**config.mk**
```make
export PLATFORM = sky130hd
export DESIGN_NAME = ste_trigger_engine
export DESIGN_NICKNAME = d
export VERILOG_FILES = /design/src/hdl/ste_pkg.sv /design/src/hdl/ste_apb_regs.sv /design/src/hdl/ste_trigger_engine.sv /design/src/hdl/ste_width_cmp.sv
export VERILOG_INCLUDE_DIRS = /design/src /design/src/hdl
export SDC_FILE = /design/constraint.sdc
export NUM_CORES = 1
export LEC_CHECK = 0
export ABC_CLOCK_PERIOD_IN_PS = 7900
export BUFFER_PORTS_ARGS = -buffer_cell sky130_fd_sc_hd__buf_2
export CAP_MARGIN = 20
export CORE_MARGIN = 2
export CORE_UTILIZATION = 62
export DETAILED_ROUTE_END_ITERATION = 12
export PLACE_DENSITY = 0.81
export SLEW_MARGIN = 15
export SYNTH_ARGS = -nofsm -noshare
export SYNTH_HDL_FRONTEND = slang
export SYNTH_SLANG_ARGS = --single-unit
```
**constraint.sdc**
```tcl
create_clock -name core_clk -period 7.9 [get_ports core_clk]
set_input_delay 1.58 -clock core_clk [delete_from_list [all_inputs] [get_ports core_clk]]
set_output_delay 1.58 -clock core_clk [all_outputs]
set_load 0.02 [all_outputs]
```
**src/hdl/ste_regs.svh**
```systemverilog
// register map, field positions and timing constants for the trigger engine
// What this block does
// - mode None captures continuously, never waits
// - mode Auto forces capture after timeout
// - mode Repeat captures only after each trigger
// - mode Single halts after first capture
// - only the selected channel is evaluated
// - edge fires on threshold crossing
// - direction picks rising or falling crossing
// - slow time base selects continuous streaming
// - continuous mode still supports edge trigger
// - advanced edge may fire on both edges
// - hysteresis: second threshold arms, main fires
// - window fires on enter, exit or either
// - thresholds are window upper and lower
// - pulse width polarity selectable, uses hysteresis
// - more-than and less-than width conditions
// - in-range and out-of-range width conditions
// - interval times same-polarity crossing gap
// - window pulse width: stay in or out
// - horizontal distortion: stay above or below
// - window distortion: enter and stay inside
// - underthrow: return without reaching second threshold
`ifndef STE_REGS_SVH
`define STE_REGS_SVH

// ************************************************************
// register byte addresses
// ************************************************************
`define STE_A_CTRL    12'h000
`define STE_A_TRIG    12'h004
`define STE_A_THR1    12'h008
`define STE_A_THR2    12'h00c
`define STE_A_TIME1   12'h010
`define STE_A_TIME2   12'h014
`define STE_A_AUTO    12'h018
`define STE_A_STATUS  12'h01c
`define STE_A_COUNT   12'h020

// ************************************************************
// control fields
// ************************************************************
`define STE_CTRL_ARM   0
`define STE_CTRL_STOP  1
`define STE_CTRL_CONT  2
// trigger word: type [3:0], mode [5:4], chan [7:6], dir [9:8],
// cond [11:10], hyst [12], region [13]
`define STE_TRG_TYPE_LO  0
`define STE_TRG_MODE_LO  4
`define STE_TRG_CHAN_LO  6
`define STE_TRG_DIR_LO   8
`define STE_TRG_COND_LO  10
`define STE_TRG_HYST     12
`define STE_TRG_REGION   13

// ************************************************************
// reset values and unit step constants
// ************************************************************
`define STE_RST_WORD  32'h0000_0000
`define STE_RST_AUTO  32'h0003_d090
`define STE_ONE_CNT   32'h0000_0001
`define STE_ONE_SMP   16'h0001

`endif

```
**src/hdl/ste_pkg.sv**
```systemverilog
// types shared by the trigger engine modules
package ste_pkg;
    typedef enum logic [3:0] {
        TRG_EDGE    = 4'h0,
        TRG_ADVEDGE = 4'h1,
        TRG_WINDOW  = 4'h2,
        TRG_PWIDTH  = 4'h3,
        TRG_INTERV  = 4'h4,
        TRG_WINPW   = 4'h5,
        TRG_HDIST   = 4'h6,
        TRG_WDIST   = 4'h7,
        TRG_UNDER   = 4'h8
    } ste_type_t;

    typedef enum logic [1:0] {
        MODE_NONE   = 2'h0,
        MODE_AUTO   = 2'h1,
        MODE_REPEAT = 2'h2,
        MODE_SINGLE = 2'h3
    } ste_mode_t;

    typedef struct packed {
        logic [15:0] thr1;
        logic [15:0] thr2;
        logic [31:0] time1;
        logic [31:0] time2;
        logic [3:0]  ttype;
        logic [1:0]  dir;
        logic [1:0]  cond;
        logic        hyst;
        logic        region;
    } ste_cfg_t;

    typedef struct packed {
        logic        valid;
        logic [15:0] data;
    } ste_smp_t;
endpackage : ste_pkg

```
**src/hdl/ste_apb_regs.sv**
```systemverilog
// apb register file for the trigger engine
`timescale 1ns/1ps
`include "ste_regs.svh"
module ste_apb_regs
    import ste_pkg::*;
(
    // clocking
    input  wire logic        core_clk,
    input  wire logic        reset,
    input  wire logic        clkEn,
    // apb
    input  wire logic        psel,
    input  wire logic        penable,
    input  wire logic        pwrite,
    input  wire logic [11:0] paddr,
    input  wire logic [31:0] pwdata,
    output logic [31:0]      prdata,
    output logic             pready,
    output logic             pslverr,
    // settings and status
    output logic [31:0]      ctrlWord,
    output logic [31:0]      trigWord,
    output logic [31:0]      thrWord1,
    output logic [31:0]      thrWord2,
    output logic [31:0]      timeWord1,
    output logic [31:0]      timeWord2,
    output logic [31:0]      autoWord,
    output logic             armPulse,
    output logic             stopPulse,
    input  wire logic [31:0] statusWord,
    input  wire logic [31:0] countWord
);
    logic [31:0] regs_q [0:6];
    wire  access  = psel && penable && clkEn;
    wire  doWrite = access && pwrite;
    wire  [3:0] idx = paddr[5:2];
    wire  mapped  = (paddr[1:0] == 2'h0) && (paddr[11:6] == 6'h00)
                    && (idx <= 4'h8);

    assign pready  = 1'b1;
    assign pslverr = psel && penable && !mapped;
    assign ctrlWord  = regs_q[0];
    assign trigWord  = regs_q[1];
    assign thrWord1  = regs_q[2];
    assign thrWord2  = regs_q[3];
    assign timeWord1 = regs_q[4];
    assign timeWord2 = regs_q[5];
    assign autoWord  = regs_q[6];
    // arm and stop pulse for one cycle on a control word write; the stored control bits keep their value
    assign armPulse  = doWrite && mapped && paddr == `STE_A_CTRL
                       && pwdata[`STE_CTRL_ARM];
    assign stopPulse = doWrite && mapped && paddr == `STE_A_CTRL
                       && pwdata[`STE_CTRL_STOP];

    genvar i;
    generate
        for (i = 0; i < 7; i++) begin : g_reg
            always_ff @(posedge core_clk) begin
                if (reset)
                    regs_q[i] <= (i == 6) ? `STE_RST_AUTO : `STE_RST_WORD;
                else if (doWrite && mapped && idx == 4'(i))
                    regs_q[i] <= pwdata;
            end
        end
    endgenerate

    wire [31:0] rdMux = (idx == 4'h7) ? statusWord :
                        (idx == 4'h8) ? countWord  :
                        (idx <  4'h7) ? regs_q[idx[2:0]] : `STE_RST_WORD;

    always_ff @(posedge core_clk) begin
        if (reset)
            prdata <= `STE_RST_WORD;
        else if (clkEn && psel && !penable && !pwrite)
            prdata <= mapped ? rdMux : `STE_RST_WORD;
    end
endmodule : ste_apb_regs

```
**src/hdl/ste_trigger_engine.sv**
```systemverilog
// trigger engine: capture modes and trigger condition detectors
//
// Decided for this implementation: the APB slave port and the register addresses.
`timescale 1ns/1ps
`include "ste_regs.svh"
module ste_trigger_engine
    import ste_pkg::*;
(
    // clocking
    input  wire logic        core_clk,
    input  wire logic        reset,
    input  wire logic        clkEn,
    // apb slave
    input  wire logic        psel,
    input  wire logic        penable,
    input  wire logic        pwrite,
    input  wire logic [11:0] paddr,
    input  wire logic [31:0] pwdata,
    output logic [31:0]      prdata,
    output logic             pready,
    output logic             pslverr,
    // sample stream, four channels
    input  wire logic        smpValid,
    input  wire logic [63:0] smpData,
    // capture side
    input  wire logic        captureDone,
    output logic             trigStrobe,
    output logic             captureEn,
    output logic             forcedTrig,
    output logic             streamMode
);
    // ************************************************************
    // registers
    // ************************************************************
    logic [31:0] ctrlWord;
    logic [31:0] trigWord;
    logic [31:0] thrWord1;
    logic [31:0] thrWord2;
    logic [31:0] timeWord1;
    logic [31:0] timeWord2;
    logic [31:0] autoWord;
    logic        armPulse;
    logic        stopPulse;
    logic [31:0] statusWord;
    logic [31:0] countWord;

    ste_apb_regs u_regs (
        .core_clk   (core_clk),
        .reset      (reset),
        .clkEn      (clkEn),
        .psel       (psel),
        .penable    (penable),
        .pwrite     (pwrite),
        .paddr      (paddr),
        .pwdata     (pwdata),
        .prdata     (prdata),
        .pready     (pready),
        .pslverr    (pslverr),
        .ctrlWord   (ctrlWord),
        .trigWord   (trigWord),
        .thrWord1   (thrWord1),
        .thrWord2   (thrWord2),
        .timeWord1  (timeWord1),
        .timeWord2  (timeWord2),
        .autoWord   (autoWord),
        .armPulse   (armPulse),
        .stopPulse  (stopPulse),
        .statusWord (statusWord),
        .countWord  (countWord)
    );

    // ************************************************************
    // settings latched at arming
    // ************************************************************
    ste_cfg_t  cfg_q;
    ste_mode_t mode_q;
    logic [1:0] chan_q;
    logic [31:0] autoLim_q;
    logic        cont_q;

    // a capture keeps its settings; new writes wait for the next arm
    always_ff @(posedge core_clk) begin
        if (reset) begin
            cfg_q     <= '0;
            mode_q    <= MODE_NONE;
            chan_q    <= 2'h0;
            autoLim_q <= `STE_RST_AUTO;
            cont_q    <= 1'b0;
        end else if (clkEn && armPulse) begin
            cfg_q.thr1   <= thrWord1[15:0];
            cfg_q.thr2   <= thrWord2[15:0];
            cfg_q.time1  <= timeWord1;
            cfg_q.time2  <= timeWord2;
            cfg_q.ttype  <= trigWord[`STE_TRG_TYPE_LO +: 4];
            cfg_q.dir    <= trigWord[`STE_TRG_DIR_LO +: 2];
            cfg_q.cond   <= trigWord[`STE_TRG_COND_LO +: 2];
            cfg_q.hyst   <= trigWord[`STE_TRG_HYST];
            cfg_q.region <= trigWord[`STE_TRG_REGION];
            mode_q       <= ste_mode_t'(trigWord[`STE_TRG_MODE_LO +: 2]);
            chan_q       <= trigWord[`STE_TRG_CHAN_LO +: 2];
            autoLim_q    <= autoWord;
            cont_q       <= pwdata[`STE_CTRL_CONT];
        end
    end

    // ************************************************************
    // selected channel and comparisons
    // ************************************************************
    ste_smp_t smp;
    logic [15:0] prev_q;
    logic        prevOk_q;
    assign smp.valid = smpValid;
    assign smp.data  = smpData[chan_q*16 +: 16];

    wire signed [15:0] cur  = smp.data;
    wire signed [15:0] prv  = prev_q;
    wire signed [15:0] t1   = cfg_q.thr1;
    wire signed [15:0] t2   = cfg_q.thr2;
    wire signed [15:0] winHi = (t1 > t2) ? t1 : t2;
    wire signed [15:0] winLo = (t1 > t2) ? t2 : t1;

    wire step    = smp.valid && prevOk_q;
    wire riseX   = step && prv <  t1 && cur >= t1;
    wire fallX   = step && prv >= t1 && cur <  t1;
    wire above   = cur >= t1;
    wire curIn   = cur >= winLo && cur <= winHi;
    wire prvIn   = prv >= winLo && prv <= winHi;
    wire enterW  = step && !prvIn && curIn;
    wire exitW   = step && prvIn && !curIn;
    wire crossT2 = (t2 > t1) ? cur >= t2 : cur <= t2;

    // ************************************************************
    // hysteresis arming: second threshold arms, main fires
    // ************************************************************
    logic hArmR_q;
    logic hArmF_q;
    wire  hystOn = cfg_q.hyst;
    wire  hRise  = hystOn ? (riseX && hArmR_q) : riseX;
    wire  hFall  = hystOn ? (fallX && hArmF_q) : fallX;

    always_ff @(posedge core_clk) begin
        if (reset || armPulse) begin
            hArmR_q <= 1'b0;
            hArmF_q <= 1'b0;
        end else if (clkEn && smp.valid) begin
            // below the low threshold arms rising, above arms falling
            if (cur <= winLo)
                hArmR_q <= 1'b1;
            else if (hRise)
                hArmR_q <= 1'b0;
            if (cur >= winHi)
                hArmF_q <= 1'b1;
            else if (hFall)
                hArmF_q <= 1'b0;
        end
    end

    // ************************************************************
    // pulse and interval timing
    // ************************************************************
    wire posPol  = (cfg_q.dir == 2'h0);
    wire pStart  = posPol ? hRise : hFall;
    wire pEnd    = posPol ? hFall : hRise;
    logic inPulse_q;
    logic seenEdge_q;
    logic winMatch;
    logic [31:0] width;
    logic        stateChg;

    wire isPw    = cfg_q.ttype == TRG_PWIDTH;
    wire isIv    = cfg_q.ttype == TRG_INTERV;
    // interval restarts on each same-polarity crossing
    wire ivEdge  = (cfg_q.dir == 2'h0) ? riseX : fallX;
    wire restart = isIv ? ivEdge : (isPw ? pStart : stateChg);

    // region state for the stay-type triggers
    logic regionNow;
    logic regionPrev_q;
    logic stayFired_q;
    always_comb begin
        unique case (cfg_q.ttype)
            TRG_WINPW: regionNow = cfg_q.region ? !curIn : curIn;
            TRG_HDIST: regionNow = (cfg_q.dir == 2'h0) ? above : !above;
            TRG_WDIST: regionNow = curIn;
            default:   regionNow = 1'b0;
        endcase
    end
    assign stateChg = smp.valid && (regionNow != regionPrev_q);

    ste_width_cmp u_width (
        .core_clk (core_clk),
        .reset    (reset),
        .clkEn    (clkEn),
        .smpValid (smp.valid),
        .restart  (restart),
        .stop     (1'b0),
        .cond     (cfg_q.cond),
        .time1    (cfg_q.time1),
        .time2    (cfg_q.time2),
        .width    (width),
        .match    (winMatch)
    );

    // ************************************************************
    // underthrow: first threshold crossed, back without the second
    // ************************************************************
    logic utOut_q;
    logic utHit_q;
    wire  utStart = (t2 > t1) ? riseX : fallX;
    wire  utBack  = (t2 > t1) ? fallX : riseX;

    always_ff @(posedge core_clk) begin
        if (reset || armPulse) begin
            utOut_q <= 1'b0;
            utHit_q <= 1'b0;
        end else if (clkEn && smp.valid) begin
            if (utStart) begin
                utOut_q <= 1'b1;
                utHit_q <= 1'b0;
            end else if (utBack)
                utOut_q <= 1'b0;
            else if (utOut_q && crossT2)
                utHit_q <= 1'b1;
        end
    end

    // ************************************************************
    // condition select
    // ************************************************************
    logic condMet;
    wire  stayLong = smp.valid && regionNow && !stateChg && !stayFired_q
                     && width > cfg_q.time1;
    always_comb begin
        unique case (cfg_q.ttype)
            TRG_EDGE:    condMet = (cfg_q.dir == 2'h0) ? riseX : fallX;
            TRG_ADVEDGE: condMet = (cfg_q.dir == 2'h2) ? (hRise || hFall)
                                 : ((cfg_q.dir == 2'h0) ? hRise : hFall);
            TRG_WINDOW:  condMet = (cfg_q.dir == 2'h0) ? enterW :
                                   (cfg_q.dir == 2'h1) ? exitW :
                                   (enterW || exitW);
            TRG_PWIDTH:  condMet = pEnd && inPulse_q && winMatch;
            TRG_INTERV:  condMet = ivEdge && seenEdge_q && winMatch;
            TRG_WINPW:   condMet = stayLong;
            TRG_HDIST:   condMet = stayLong;
            TRG_WDIST:   condMet = stayLong;
            TRG_UNDER:   condMet = utBack && utOut_q && !utHit_q;
            default:     condMet = 1'b0;
        endcase
    end

    // continuous streaming is limited to the plain edge trigger
    wire typeOk = !cont_q || cfg_q.ttype == TRG_EDGE;

    always_ff @(posedge core_clk) begin
        if (reset || armPulse) begin
            prev_q       <= 16'h0000;
            prevOk_q     <= 1'b0;
            inPulse_q    <= 1'b0;
            seenEdge_q   <= 1'b0;
            regionPrev_q <= 1'b0;
            stayFired_q  <= 1'b0;
        end else if (clkEn && smp.valid) begin
            prev_q       <= smp.data;
            prevOk_q     <= 1'b1;
            regionPrev_q <= regionNow;
            if (pStart)
                inPulse_q <= 1'b1;
            else if (pEnd)
                inPulse_q <= 1'b0;
            if (ivEdge)
                seenEdge_q <= 1'b1;
            if (stateChg)
                stayFired_q <= 1'b0;
            else if (stayLong)
                stayFired_q <= 1'b1;
        end
    end

    // ************************************************************
    // capture mode control
    // ************************************************************
    typedef enum logic [1:0] {
        ST_IDLE = 2'b00,
        ST_WAIT = 2'b01,
        ST_CAPT = 2'b10,
        ST_HALT = 2'b11
    } ste_state_t;

    ste_state_t st_q;
    ste_state_t st_d;
    logic [31:0] autoCnt_q;
    wire  waiting  = st_q == ST_WAIT && !stopPulse && !armPulse;
    wire  hit      = waiting && condMet && typeOk;
    wire  autoFire = waiting && mode_q == MODE_AUTO && !hit
                     && smp.valid && autoCnt_q >= autoLim_q;
    logic [31:0] trigCnt_q;

    always_comb begin
        st_d = st_q;
        unique case (st_q)
            ST_IDLE: if (armPulse)
                         st_d = (ste_mode_t'(trigWord[`STE_TRG_MODE_LO +: 2])
                                 == MODE_NONE) ? ST_CAPT : ST_WAIT;
            ST_WAIT: if (hit || autoFire)
                         st_d = ST_CAPT;
            ST_CAPT: if (captureDone && mode_q != MODE_NONE)
                         st_d = (mode_q == MODE_SINGLE) ? ST_HALT
                                                        : ST_WAIT;
            ST_HALT: st_d = ST_HALT;
        endcase
        if (stopPulse)
            st_d = ST_IDLE;
        else if (armPulse)
            st_d = (ste_mode_t'(trigWord[`STE_TRG_MODE_LO +: 2])
                    == MODE_NONE) ? ST_CAPT : ST_WAIT;
    end

    always_ff @(posedge core_clk) begin
        if (reset) begin
            st_q       <= ST_IDLE;
            autoCnt_q  <= `STE_RST_WORD;
            trigStrobe <= 1'b0;
            forcedTrig <= 1'b0;
            trigCnt_q  <= `STE_RST_WORD;
        end else if (clkEn) begin
            st_q       <= st_d;
            trigStrobe <= hit || autoFire;
            forcedTrig <= autoFire;
            if (!waiting || hit || autoFire)
                autoCnt_q <= `STE_RST_WORD;
            else if (smp.valid)
                autoCnt_q <= autoCnt_q + `STE_ONE_CNT;
            if (hit || autoFire)
                trigCnt_q <= trigCnt_q + `STE_ONE_CNT;
        end
    end

    // captures flow in None mode from the arm write until a stop; otherwise only after a trigger
    assign captureEn  = st_q == ST_CAPT;
    assign streamMode = cont_q && st_q != ST_IDLE;
    assign statusWord = {28'h0000000, cont_q, st_q == ST_HALT,
                         st_q};
    assign countWord  = trigCnt_q;
endmodule : ste_trigger_engine

```
**src/hdl/ste_width_cmp.sv**
```systemverilog
// duration counter and width condition check
`timescale 1ns/1ps
`include "ste_regs.svh"
module ste_width_cmp
    import ste_pkg::*;
(
    // clocking
    input  wire logic        core_clk,
    input  wire logic        reset,
    input  wire logic        clkEn,
    // control
    input  wire logic        smpValid,
    input  wire logic        restart,
    input  wire logic        stop,
    input  wire logic [1:0]  cond,
    input  wire logic [31:0] time1,
    input  wire logic [31:0] time2,
    // result
    output logic [31:0]      width,
    output logic             match
);
    logic [31:0] cnt_q;
    logic [31:0] cnt_d;
    wire  [31:0] endW = cnt_q + `STE_ONE_CNT;

    // durations count sample-clock periods, saturating
    assign cnt_d = restart ? `STE_ONE_CNT :
                   (&cnt_q) ? cnt_q : endW;
    assign width = cnt_q;

    // width compared once the measured interval closes
    always_comb begin
        unique case (cond)
            2'h0: match = cnt_q > time1;
            2'h1: match = cnt_q < time1;
            2'h2: match = cnt_q > time1 && cnt_q < time2;
            2'h3: match = cnt_q < time1 || cnt_q > time2;
        endcase
    end

    always_ff @(posedge core_clk) begin
        if (reset)
            cnt_q <= `STE_RST_WORD;
        else if (clkEn && smpValid && !stop)
            cnt_q <= cnt_d;
    end
endmodule : ste_width_cmp

```
Word level (Yosys, flattened, before mapping)
Memories as Yosys holds them, arrays and structs flattened. A register that Yosys moved wholly into a read port is not among the register bits.
Cells that the tools add are included.
Widths: inputs -> output; s select.
{ "totals": {"register_bits": 172, "ram_bits": 224, "inputBits": 116, "output_inout_bits": 38, "elab_cells": 279, "n_memories": 1} }
{ "classes": {"addsub": 3, "magnitude_cmp": 21, "eq_ne": 32, "n_shift": 1, "n_mux": 78, "n_bitwise": 7, "n_reduce_logical": 111} }
{ "memory_table": {"columns": ["name", "words", "width", "read_ports", "rd_ports_with_merged_regs", "write_ports", "line_no", "rtl"], "rows": [
  ["u_regs.regs_q", 7, 32, 7, 5, 7, "ste_apb_regs.sv:33", "logic [31:0] regs_q [0:6];"]
]} }
{ "op_table": {"columns": ["op", "n"], "rows": [
  ["$mux 32", 15],
  ["$add 32x1->32 const B", 3],
  ["$ge 16x16->1", 6],
  ["$gt 32x32->1", 2],
  ["$le 16x16->1", 4],
  ["$lt 32x32->1", 2],
  ["$shiftx 64x7->16", 1],
  ["$logic_and 1x1->1", 58],
  ["$mux 1", 51],
  ["$eq 4x3->1 const B", 8],
  ["$ge 32x32->1", 1],
  ["$gt 16x16->1", 2],
  ["$lt 16x16->1", 2],
  ["$mux 16", 2],
  ["$reduce_and 32->1", 1],
  ["$reduce_and 2->1", 9],
  ["$reduce_bool 2->1", 9],
  ["$eq 4x2->1 const B", 4],
  ["$logic_not 1->1", 14],
  ["$eq 2x2->1 const B", 6],
  ["$logic_not 12->1", 1],
  ["$mux 2", 6],
  ["$logic_not 2->1", 5],
  ["$eq 2x1->1 const B", 4],
  ["other kinds (21)", 37]
]} }

Longest topological paths before layout
Gate-level depths: netlist (run 1).
{ "depth": {"depth_word": 25, "mapped_depth": 27, "mapped_depth_nobuf": 23} }

Hierarchy
From an unflattened synthesis (run 1), not the netlist that was laid out.
{ "unflattened": {"cells_unflattened": 3280, "hier_area_um2": 29990.0} }
{ "modules_own_cells": {"columns": ["mod", "instances", "cells_each", "area_per_inst_um2", "seq_area_each_um2"], "rows": [
  ["ste_trigger_engine", 1, 1928, 14994.4, 4724.5],
  ["ste_apb_regs", 1, 918, 11686.2, 7367.1],
  ["ste_width_cmp", 1, 434, 3309.4, 640.6]
]} }

Worst setup path after synthesis (run 1)
Ideal clock, no wire load.
{ "synth_path": {"path_type": "reg-to-reg", "start": "reg t1[15] (netlist name)", "end": "reg trigCnt_q[0], in the netlist countWord[0]", "setup_time_ps": 123, "arrival_time_ps": 6632, "required_ps": 7777, "slack_ps": 1145, "path_stages_with_launch": 26, "path_buffers": 3, "period_less_slack_ps": 6755, "path_cell_list": "dfxtp_1 -> inv_1 -> ha_1 -> nand4_1 -> or4_1 -> a221o_1 -> o31ai_1 -> clkbuf_1 -> buf_1 -> nor2_1 -> a21oi_1 -> ha_1 -> a211oi_1 -> o21ai_0 -> a221o_1 -> a21o_1 -> a2111oi_0 -> o211ai_1 -> o22a_1 -> or4_1 -> and4_1 -> a221o_1 -> a22oi_2 -> buf_4 -> nor2_2 -> mux2_1"} }
{ "synth_between": {"elab_chain_len": 22, "word_cells_on_any_way": 63, "cone_classes": "10 x order compare; 1 x eq/ne; 15 x mux; 37 x reduce/logical"} }
{ "synth_rtl": {"columns": ["element", "line_no", "rtl"], "rows": [
  ["$gt 16x16->1", "ste_trigger_engine.sv:119, ste_trigger_engine.sv:120", null],
  ["$mux 16, on equally long branches", "ste_trigger_engine.sv:120, ste_trigger_engine.sv:119", null],
  ["$ge 16x16->1 or $le 16x16->1 (tied branches)", "ste_trigger_engine.sv:126", "wire curIn = cur >= winLo && cur <= winHi;"],
  ["$logic_and 1x1->1", "ste_trigger_engine.sv:126", null],
  ["$logic_not 1->1", "ste_trigger_engine.sv:129, ste_trigger_engine.sv:182", null],
  ["$mux 1", "ste_trigger_engine.sv:182", "TRG_WINPW: regionNow = cfg_q.region ? !curIn : curIn;"],
  ["$pmux 1 s3", "ste_trigger_engine.sv:181", "unique case (cfg_q.ttype)"],
  ["$ne 1x1->1", "ste_trigger_engine.sv:188", "assign stateChg = smp.valid && (regionNow != regionPrev_q);"],
  ["(+4 left out)", null, null],
  ["$logic_and 1x1->1", "ste_trigger_engine.sv:232", "&& width > cfg_q.time1;"],
  ["$pmux 1 s7 *", "ste_trigger_engine.sv:234", "unique case (cfg_q.ttype)"],
  ["$logic_and 1x1->1 * (2 in a row)", "ste_trigger_engine.sv:293", "wire hit = waiting && condMet && typeOk;"],
  ["$logic_not 1->1", "ste_trigger_engine.sv:294", "wire autoFire = waiting && mode_q == MODE_AUTO && !hit"],
  ["$logic_and 1x1->1", "ste_trigger_engine.sv:294", null],
  ["$logic_and 1x1->1 (2 in a row)", "ste_trigger_engine.sv:295", "&& smp.valid && autoCnt_q >= autoLim_q;"],
  ["$logic_or 1x1->1 *", "ste_trigger_engine.sv:333", "if (hit || autoFire)"],
  ["$reduce_and 2->1 (no line) *", null, null],
  ["to (signal assigned)", "ste_trigger_engine.sv:324", "trigCnt_q <= `STE_RST_WORD;"],
  ["to (signal assigned)", "ste_trigger_engine.sv:334", "trigCnt_q <= trigCnt_q + `STE_ONE_CNT;"],
  ["to (decl)", "ste_trigger_engine.sv:296", "logic [31:0] trigCnt_q;"]
]} }
Every way passes the cells marked *; elsewhere a longest branch is shown, timed or not.
A chain may end at the register's enable or synchronous reset.

Final worst setup path (run 1)
{ "layout_path": {"start": "reg t1[15] (netlist name)", "end": "reg trigCnt_q[0], in the netlist countWord[0]"} }
{ "layout_between": {"elab_chain_len": 22, "word_cells_on_any_way": 63, "cone_classes": "10 x order compare; 1 x eq/ne; 15 x mux; 37 x reduce/logical"} }
{ "layout_rtl": {"columns": ["element", "line_no"], "rows": [
  ["$gt 16x16->1", "ste_trigger_engine.sv:119, ste_trigger_engine.sv:120"],
  ["$mux 16, on equally long branches", "ste_trigger_engine.sv:120, ste_trigger_engine.sv:119"],
  ["$ge 16x16->1 or $le 16x16->1 (tied branches)", "ste_trigger_engine.sv:126"],
  ["$logic_and 1x1->1", "ste_trigger_engine.sv:126"],
  ["$logic_not 1->1", "ste_trigger_engine.sv:129, ste_trigger_engine.sv:182"],
  ["$mux 1", "ste_trigger_engine.sv:182"],
  ["$pmux 1 s3", "ste_trigger_engine.sv:181"],
  ["$ne 1x1->1", "ste_trigger_engine.sv:188"],
  ["(+4 left out)", null],
  ["$logic_and 1x1->1", "ste_trigger_engine.sv:232"],
  ["$pmux 1 s7 *", "ste_trigger_engine.sv:234"],
  ["$logic_and 1x1->1 * (2 in a row)", "ste_trigger_engine.sv:293"],
  ["$logic_not 1->1", "ste_trigger_engine.sv:294"],
  ["$logic_and 1x1->1", "ste_trigger_engine.sv:294"],
  ["$logic_and 1x1->1 (2 in a row)", "ste_trigger_engine.sv:295"],
  ["$logic_or 1x1->1 *", "ste_trigger_engine.sv:333"],
  ["$reduce_and 2->1 (no line) *", null]
]} }
Marked as above.

==> results.yml, run 1 <==
route:
  drt_pre_antenna_iters: 5
  drc: 0
  dr_wl_met3_mm: 8.46
  post_drt_wl_per_cell_um: 23.4
  num_vias: 25582
  drt_iter0_markers: 2947
  ant_nets: 0
  via_per_inst: 6.50
  dr_wl_met2_mm: 42.3
  wl_met1_mm: 36.6
  routed.top_layer: "met5"
  finalWirelength_mm: 92.3
setup_path:
  worstPathArrival_ns: 7.88
  start_kind: "flop"
  reg2reg_depth: 24
  crit_type: "reg2reg"
  reg2reg_from: "t1[15]"
  crit_fanout: 61
  crit_path_end_kind: "flop"
  crit_required_ns: 8.40
  reg2reg_to: "countWord[0]"
  r2r_slack_ns: 0.52
floorplanning:
  die_area_um2: 49200
  coreArea_um2: 46800
  rows: 79
  die_h_um: 222
  initial_core_util_pct: 63.0
  ioPinCount: 154
  fp.dieW_um: 222
global_route:
  grt_max_degree: 111
  grt_pass1_wl_mm: 142
  antenna_found_initial: 5
  grt_overflow: 0
  grtUsageTotal_pct: 37.0
  grt_pass1_vias: 24277
final_layout:
  fillers: 3528
  drive_gt1_share_pct: 11.3
  area_growth_pct: 10.8
  fin_area_um2: 32600
  fin_nets: 3612
clocking:
  path_clk_slew_ns: 0.07
  cts_sinks: 524
  clock_latency_ns: 0.62
  cts_made_buffers: 54
  ctsHoldBuffers: 0
  cts_buffer_depth: 3
  cts.htree.levels: 2
  cts_root_buffer: "clkbuf_16"
  cts_tree: "built"
worst_hold_path:
  hold_path.class: "reg2reg"
  holdCritStartpoint: "cfg_q[35]"
  hold_depth: 2
  hold-path-endpoint: "cfg_q[35]"
synth:
  syn_inst: 3201
  ys_ff_latch: 524
  synth_most_common_cell: "nand2_1"
  yosysTopAreaCell: "edfxtp_1"
  synth_top_area_share_pct: 22.8
  syn_area_um2: 29400
  synth_warnings: 0
  synth_cell_type_count: 80
  synth_area_per_cell_um2: 9.20
  synth_seq_area_share_pct: 43.2
  async_flop_share_pct: 0
  synth_edf_count: 224
  ys.flop_type: "dfxtp_1"
  netlist_top_cells_count: "nand2_1, dfxtp_1, a21oi_1, and2_1, edfxtp_1"
  synth_area_leaders: "edfxtp_1, dfxtp_1, ha_1, nand2_1, a21oi_1"
  syn_nets: 3536
pwr:
  leakagePower_uw: 0.0122
  irDropWorstVdd_mv: 0.219
  power.total_uw: 6010
  powerDensity_nw_per_um2: 184
job:
  maxCapViolations: 0
placed_design:
  numPortBuffers: 152
  dpl_cell_area_um2: 30700
  dp_hpwl_mm: 66.5
  post-place-ws_ns: 0.449
  gp_congestion: 0.984
timing:
  maxSlewHeadroom_pct: 24.9
  fin_crit_sh_pct: 93.4
  max_freq_mhz: 136
  fin_setup_tns_ns: 0
  fin_crit_ns: 7.38
  setup_slack_ns: 0.523
  slew_viol_final: 0
  rsz0062_at_grt: "false"
  fin_worst_skew_ns: 0.0225
  setup_violations: 0
  hold_violations: 0
  worst_pin_slew_ns: 1.12
status:
  run_status: "finished, final reports clean"
## stage by stage
| step | hold slack, ns | std cells | utilization, % |
|---|---|---|---|
| floorplan | 0.436 | 3201 | - |
| global placement | 0.446 | 3823 | 65.6 |
| detailed placement | 0.447 | 3823 | 65.6 |
| CTS | 0.456 | 3925 | 69.5 |
| global route | 0.469 | 3930 | 69.8 |
| finish | 0.453 | 3934 | 69.8 |
## layer usage
metal  up-vias  global-route usage, %
met5         -                      0
met2      1395                   58.8
li1      11670                      -
met3       277                   6.37
met4         4                   17.7
met1     12236                   49.3
## worst max-delay path: stages, from the launching register on
cell       delay, ns
dfxtp_1         0.35
inv_1           0.10
ha_1            0.42
nand4_1         0.19
or4_1           0.62
a221o_1         0.49
o31ai_4         0.22
buf_6           0.27
nor2_1          0.06
a21oi_1         0.17
ha_1            0.28
a211oi_1        0.25
o21ai_0         0.14
a221o_1         0.40
a21o_1          0.24
a2111oi_0       0.44
o211ai_1        0.16
o22a_1          0.27
or4_1           0.52
and4_1          0.20
a221o_1         0.44
a22oi_2         0.31
buf_12          0.27
nor2_2          0.09
mux2_1          0.34
## final cells by class
| type | instances | area [µm²] | area share [%] |
|---|---|---|---|
| clock buffers | 71 | 1550 | 4.74 |
| diodes | 4 | 10.0 | 0.0307 |
| flip-flops and latches | 524 | 12700 | 39.0 |
| inverters | 172 | 646 | 1.98 |
| multi-input cells | 2325 | 15500 | 47.4 |
| clock inverters | 31 | 275 | 0.844 |
| repair buffers | 200 | 1180 | 3.62 |
| well taps | 607 | 759 | 2.33 |
## sequential cells by signal (all words and copies together) (netlist names), 2 cells and up
| register | cells |
|---|---|
| t1 | 16 |
| chan_q | 2 |
| cfg_q | 73 |
| mode_q | 2 |
| u_regs.prdata | 32 |
| u_width.width | 32 |
| st_q | 2 |
| countWord | 32 |
| autoCnt_q | 32 |
| autoLim_q | 32 |
| u_regs.regs_q | 224 |
| prev_q | 16 |
| t2 | 16 |
## power breakdown
group	total (µW)	leakage, µW	switching, µW	internal, µW
logic	459	0.00681	300	159
clock network	2620	0.000889	1130	1490
registers	2930	0.00455	48.3	2880
## worst max path at each step
stage               startpoint  slack, ns             to
floorplan               t1[15]       1.14   countWord[0]
global placement        t1[15]       0.63   countWord[0]
detailed placement      t1[15]       0.45  autoCnt_q[25]
CTS                     t1[15]       0.44  autoCnt_q[25]
global route            t1[15]       0.05   autoCnt_q[5]
finish                  t1[15]       0.52   countWord[0]
## kinds of logic (layout without fill, tap and decap cells)
kind of cell | after synthesis | after routing | share of synthesized area, %
flops | 524 | 524 | 43.2
other cells | 1 | 5 | 0.0127
compound gates | 710 | 711 | 14.8
simple gates | 1242 | 1243 | 20.9
fa+ha+maj | 221 | 221 | 9.37
buf+inv | 354 | 474 | 4.63
mux | 133 | 133 | 6.58
xor+xnor | 16 | 16 | 0.476
## cells in the final DEF (no fill, tap or decap), types with 51 or more instances in the layout
cell,count
nor2_1,134
o21ai_0,130
or4_1,51
dfxtp_1,299
edfxtp_1,224
buf_2,149
nand2_1,510
inv_1,172
a21oi_1,293
mux2i_1,80
nand3_1,80
clkbuf_16,56
ha_1,219
and2_1,232
## timing repair
item                                    in CTS  in global routing
buffers inserted                             0                  0
endpoints found under the setup margin       0                 87
resized for setup                            0                  4
No activity file was read; power rests on OpenSTA's default activity.
==> run 2: changes to the inputs <==
--- a/config.mk
+++ b/config.mk
@@ -7,7 +7,7 @@
 export NUM_CORES = 1
 export LEC_CHECK = 0
 export ABC_CLOCK_PERIOD_IN_PS = 7900
-export BUFFER_PORTS_ARGS = -buffer_cell sky130_fd_sc_hd__buf_2
+export BUFFER_PORTS_ARGS = -buffer_cell sky130_fd_sc_hd__buf_4
 export CAP_MARGIN = 20
 export CORE_MARGIN = 2
 export CORE_UTILIZATION = 62
==> results.yml, run 2 (same netlist as run 1, synthesis figures left out) <==
status:
  run_status: "finished, final reports clean"
floorplanning:
  fp.dieW_um: 222
  die_h_um: 222
  initial_core_util_pct: 63.0
  coreArea_um2: 46800
  die_area_um2: 49200
  ioPinCount: 154
  rows: 79
setup_path:
  crit_type: "reg2reg"
  crit_path_end_kind: "flop"
  reg2reg_from: "t1[15]"
  critical_path.most_common_cell: "a221o_1"
  crit_required_ns: 8.45
  r2r_slack_ns: 0.33
  reg2reg_to: "autoCnt_q[6]"
  start_kind: "flop"
  cpLargestDelayFamily: "compound AO/OA/AOI/OAI gates"
  reg2reg_depth: 24
  worstPathArrival_ns: 8.12
  cp.buffers_inverters: 3
  cp_cell_sequence: "inv_1, ha_1, nand4_1, or4_1, a221o_1, o31ai_4, buf_8, buf_4, nor2_1, a21oi_1, ha_1, a211oi_1, o21ai_0, a221o_1, a21o_1, a2111oi_1, o211ai_1, o22a_1, or4_1, and4_1, a221o_1, a21oi_4, nand3_2, o211ai_1"
  crit_fanout: 23
  slowest_delay_ns: 0.64
  cp_slowest_cell: "or4_1"
clocking:
  cts_sinks: 524
  cts_root_buffer: "clkbuf_16"
  cts_tree: "built"
  cts_buffer_depth: 3
  cts.htree.levels: 2
  ctsHoldBuffers: 0
  cts_made_buffers: 54
  path_clk_slew_ns: 0.06
  clock_latency_ns: 0.65
route:
  via_per_inst: 6.50
  ant_nets: 0
  post_drt_wl_per_cell_um: 23.5
  drt_pre_antenna_iters: 7
  drt_iter0_markers: 3242
  num_vias: 25561
  drc: 0
  finalWirelength_mm: 92.5
pwr:
  p_clk_share_pct: 43.1
  p_seq_share_pct: 49.0
  internal-power_uw: 4510
  leakagePower_uw: 0.0123
  irDropWorstVdd_mv: 0.193
  combPwrFrac_pct: 7.9
  p_switching_uw: 1470
  powerDensity_nw_per_um2: 182
  p_sw_share_pct: 24.6
  power.total_uw: 5980
global_route:
  grt_pass1_wl_mm: 140
  grt_overflow: 0
  antenna_found_initial: 3
  grt_max_degree: 103
  grtUsageTotal_pct: 36.7
  grt_pass1_vias: 24072
final_layout:
  layout_commonest_cell: "nand2_1"
  fin_util_pct: 70.5
  area_growth_pct: 11.9
  drive_gt1_share_pct: 11.1
  layout_common_cells: "nand2_1, dfxtp_1, a21oi_1"
  fin_nets: 3610
  fillers: 3552
  finalNonFillerCells: 3930
  largest_reg_flops: 224
  largest-register: "u_regs.regs_q"
  largestRegisters: "u_regs.regs_q x224, cfg_q x73"
timing:
  fin_worst_skew_ns: 0.0490
  fin_crit_sh_pct: 95.8
  rsz0062_at_grt: "false"
  setup_violations: 0
  fin_setup_tns_ns: 0
  slew_viol_final: 0
  setup_slack_ns: 0.330
  worst_pin_slew_ns: 1.10
  max_freq_mhz: 132
  maxSlewHeadroom_pct: 26.3
  fin_crit_ns: 7.57
  hold_violations: 0
placed_design:
  dp_hpwl_mm: 66.0
  post-place-ws_ns: 0.353
  numPortBuffers: 152
  dp_cells: 3819
  gp_congestion: 0.950
worst_hold_path:
  hold-path-endpoint: "autoLim_q[21]"
  holdCritStartpoint: "autoLim_q[21]"
  hold_depth: 2
  hold_path.class: "reg2reg"
job:
  maxCapViolations: 0
## run 2: cell count changes in the layout (fill, tap and decap cells not counted), sizes merged
| cell | previous run | this run |
|---|---|---|
| o31ai | 46 | 45 |
| clkinvlp | 4 | 2 |
| clkbuf | 71 | 73 |
| clkinv | 20 | 22 |
| diode | 4 | 2 |
| inv | 176 | 173 |
| buf | 200 | 198 |
| bufinv | 3 | 5 |
## run 2: cell type report
cell class | instances | area, µm² | area share (%)
diodes | 2 | 5.00 | 0.0152
clock buffers | 72 | 1440 | 4.37
flip-flops and latches | 524 | 12700 | 38.6
well taps | 607 | 759 | 2.30
clock inverters | 30 | 322 | 0.976
repair buffers | 199 | 1570 | 4.75
multi-input cells | 2324 | 15500 | 47.0
inverters | 172 | 646 | 1.96
## run 2: power groups by stage
| stage | logic, µW | clock network [µW] | registers, µW |
|---|---|---|---|
| global placement | 446 | 0 | 2980 |
| finish | 470 | 2580 | 2930 |
| CTS | 457 | 2590 | 2930 |
| global route | 496 | 2690 | 2930 |
| detailed placement | 454 | 0 | 2980 |
| floorplan | 264 | 0 | 2960 |
## run 2: how the worst max path moves through the flow
stage	from	to	slack [ns]	cells past startpoint
4_1_cts	t1[15]	autoCnt_q[8]	0.34	23
6_report	t1[15]	autoCnt_q[6]	0.33	24
3_5_place_dp	t1[15]	autoCnt_q[8]	0.35	23
2_1_floorplan	t1[15]	countWord[0]	1.14	25
5_1_grt	t1[15]	autoCnt_q[6]	0.03	24
3_3_place_gp	t1[15]	countWord[0]	0.49	24
## run 2: per-layer routing
metal	up-vias	track usage [%]	wire length, µm
met5	-	0	13
met3	234	5.54	8890
li1	11647	-	-
met1	12262	49.4	36700
met4	2	16.2	4250
met2	1416	59.1	42700
## run 2: what timing repair did
action | in CTS | in global routing
buffers inserted | 0 | 1
setup endpoints to repair | 0 | 65
resized for setup | 0 | 8
## run 2: per-stage QoR
stage / cell area [µm²] / hold slack, ns
finish: 33000 / 0.454
global route: 32900 / 0.472
CTS: 32800 / 0.456
detailed placement: 31000 / 0.448
global placement: 31000 / 0.444
floorplan: 29400 / 0.436
## run 2: worst register-to-register path, stage by stage, from the launching register on
cell       delay, ns
dfxtp_1         0.34
inv_1           0.10
ha_1            0.41
nand4_1         0.18
or4_1           0.64
a221o_1         0.46
o31ai_4         0.15
buf_8           0.24
buf_4           0.23
nor2_1          0.06
a21oi_1         0.23
ha_1            0.31
a211oi_1        0.24
o21ai_0         0.14
a221o_1         0.38
a21o_1          0.23
a2111oi_1       0.45
o211ai_1        0.15
o22a_1          0.28
or4_1           0.54
and4_1          0.20
a221o_1         0.47
a21oi_4         0.35
nand3_2         0.38
o211ai_1        0.35
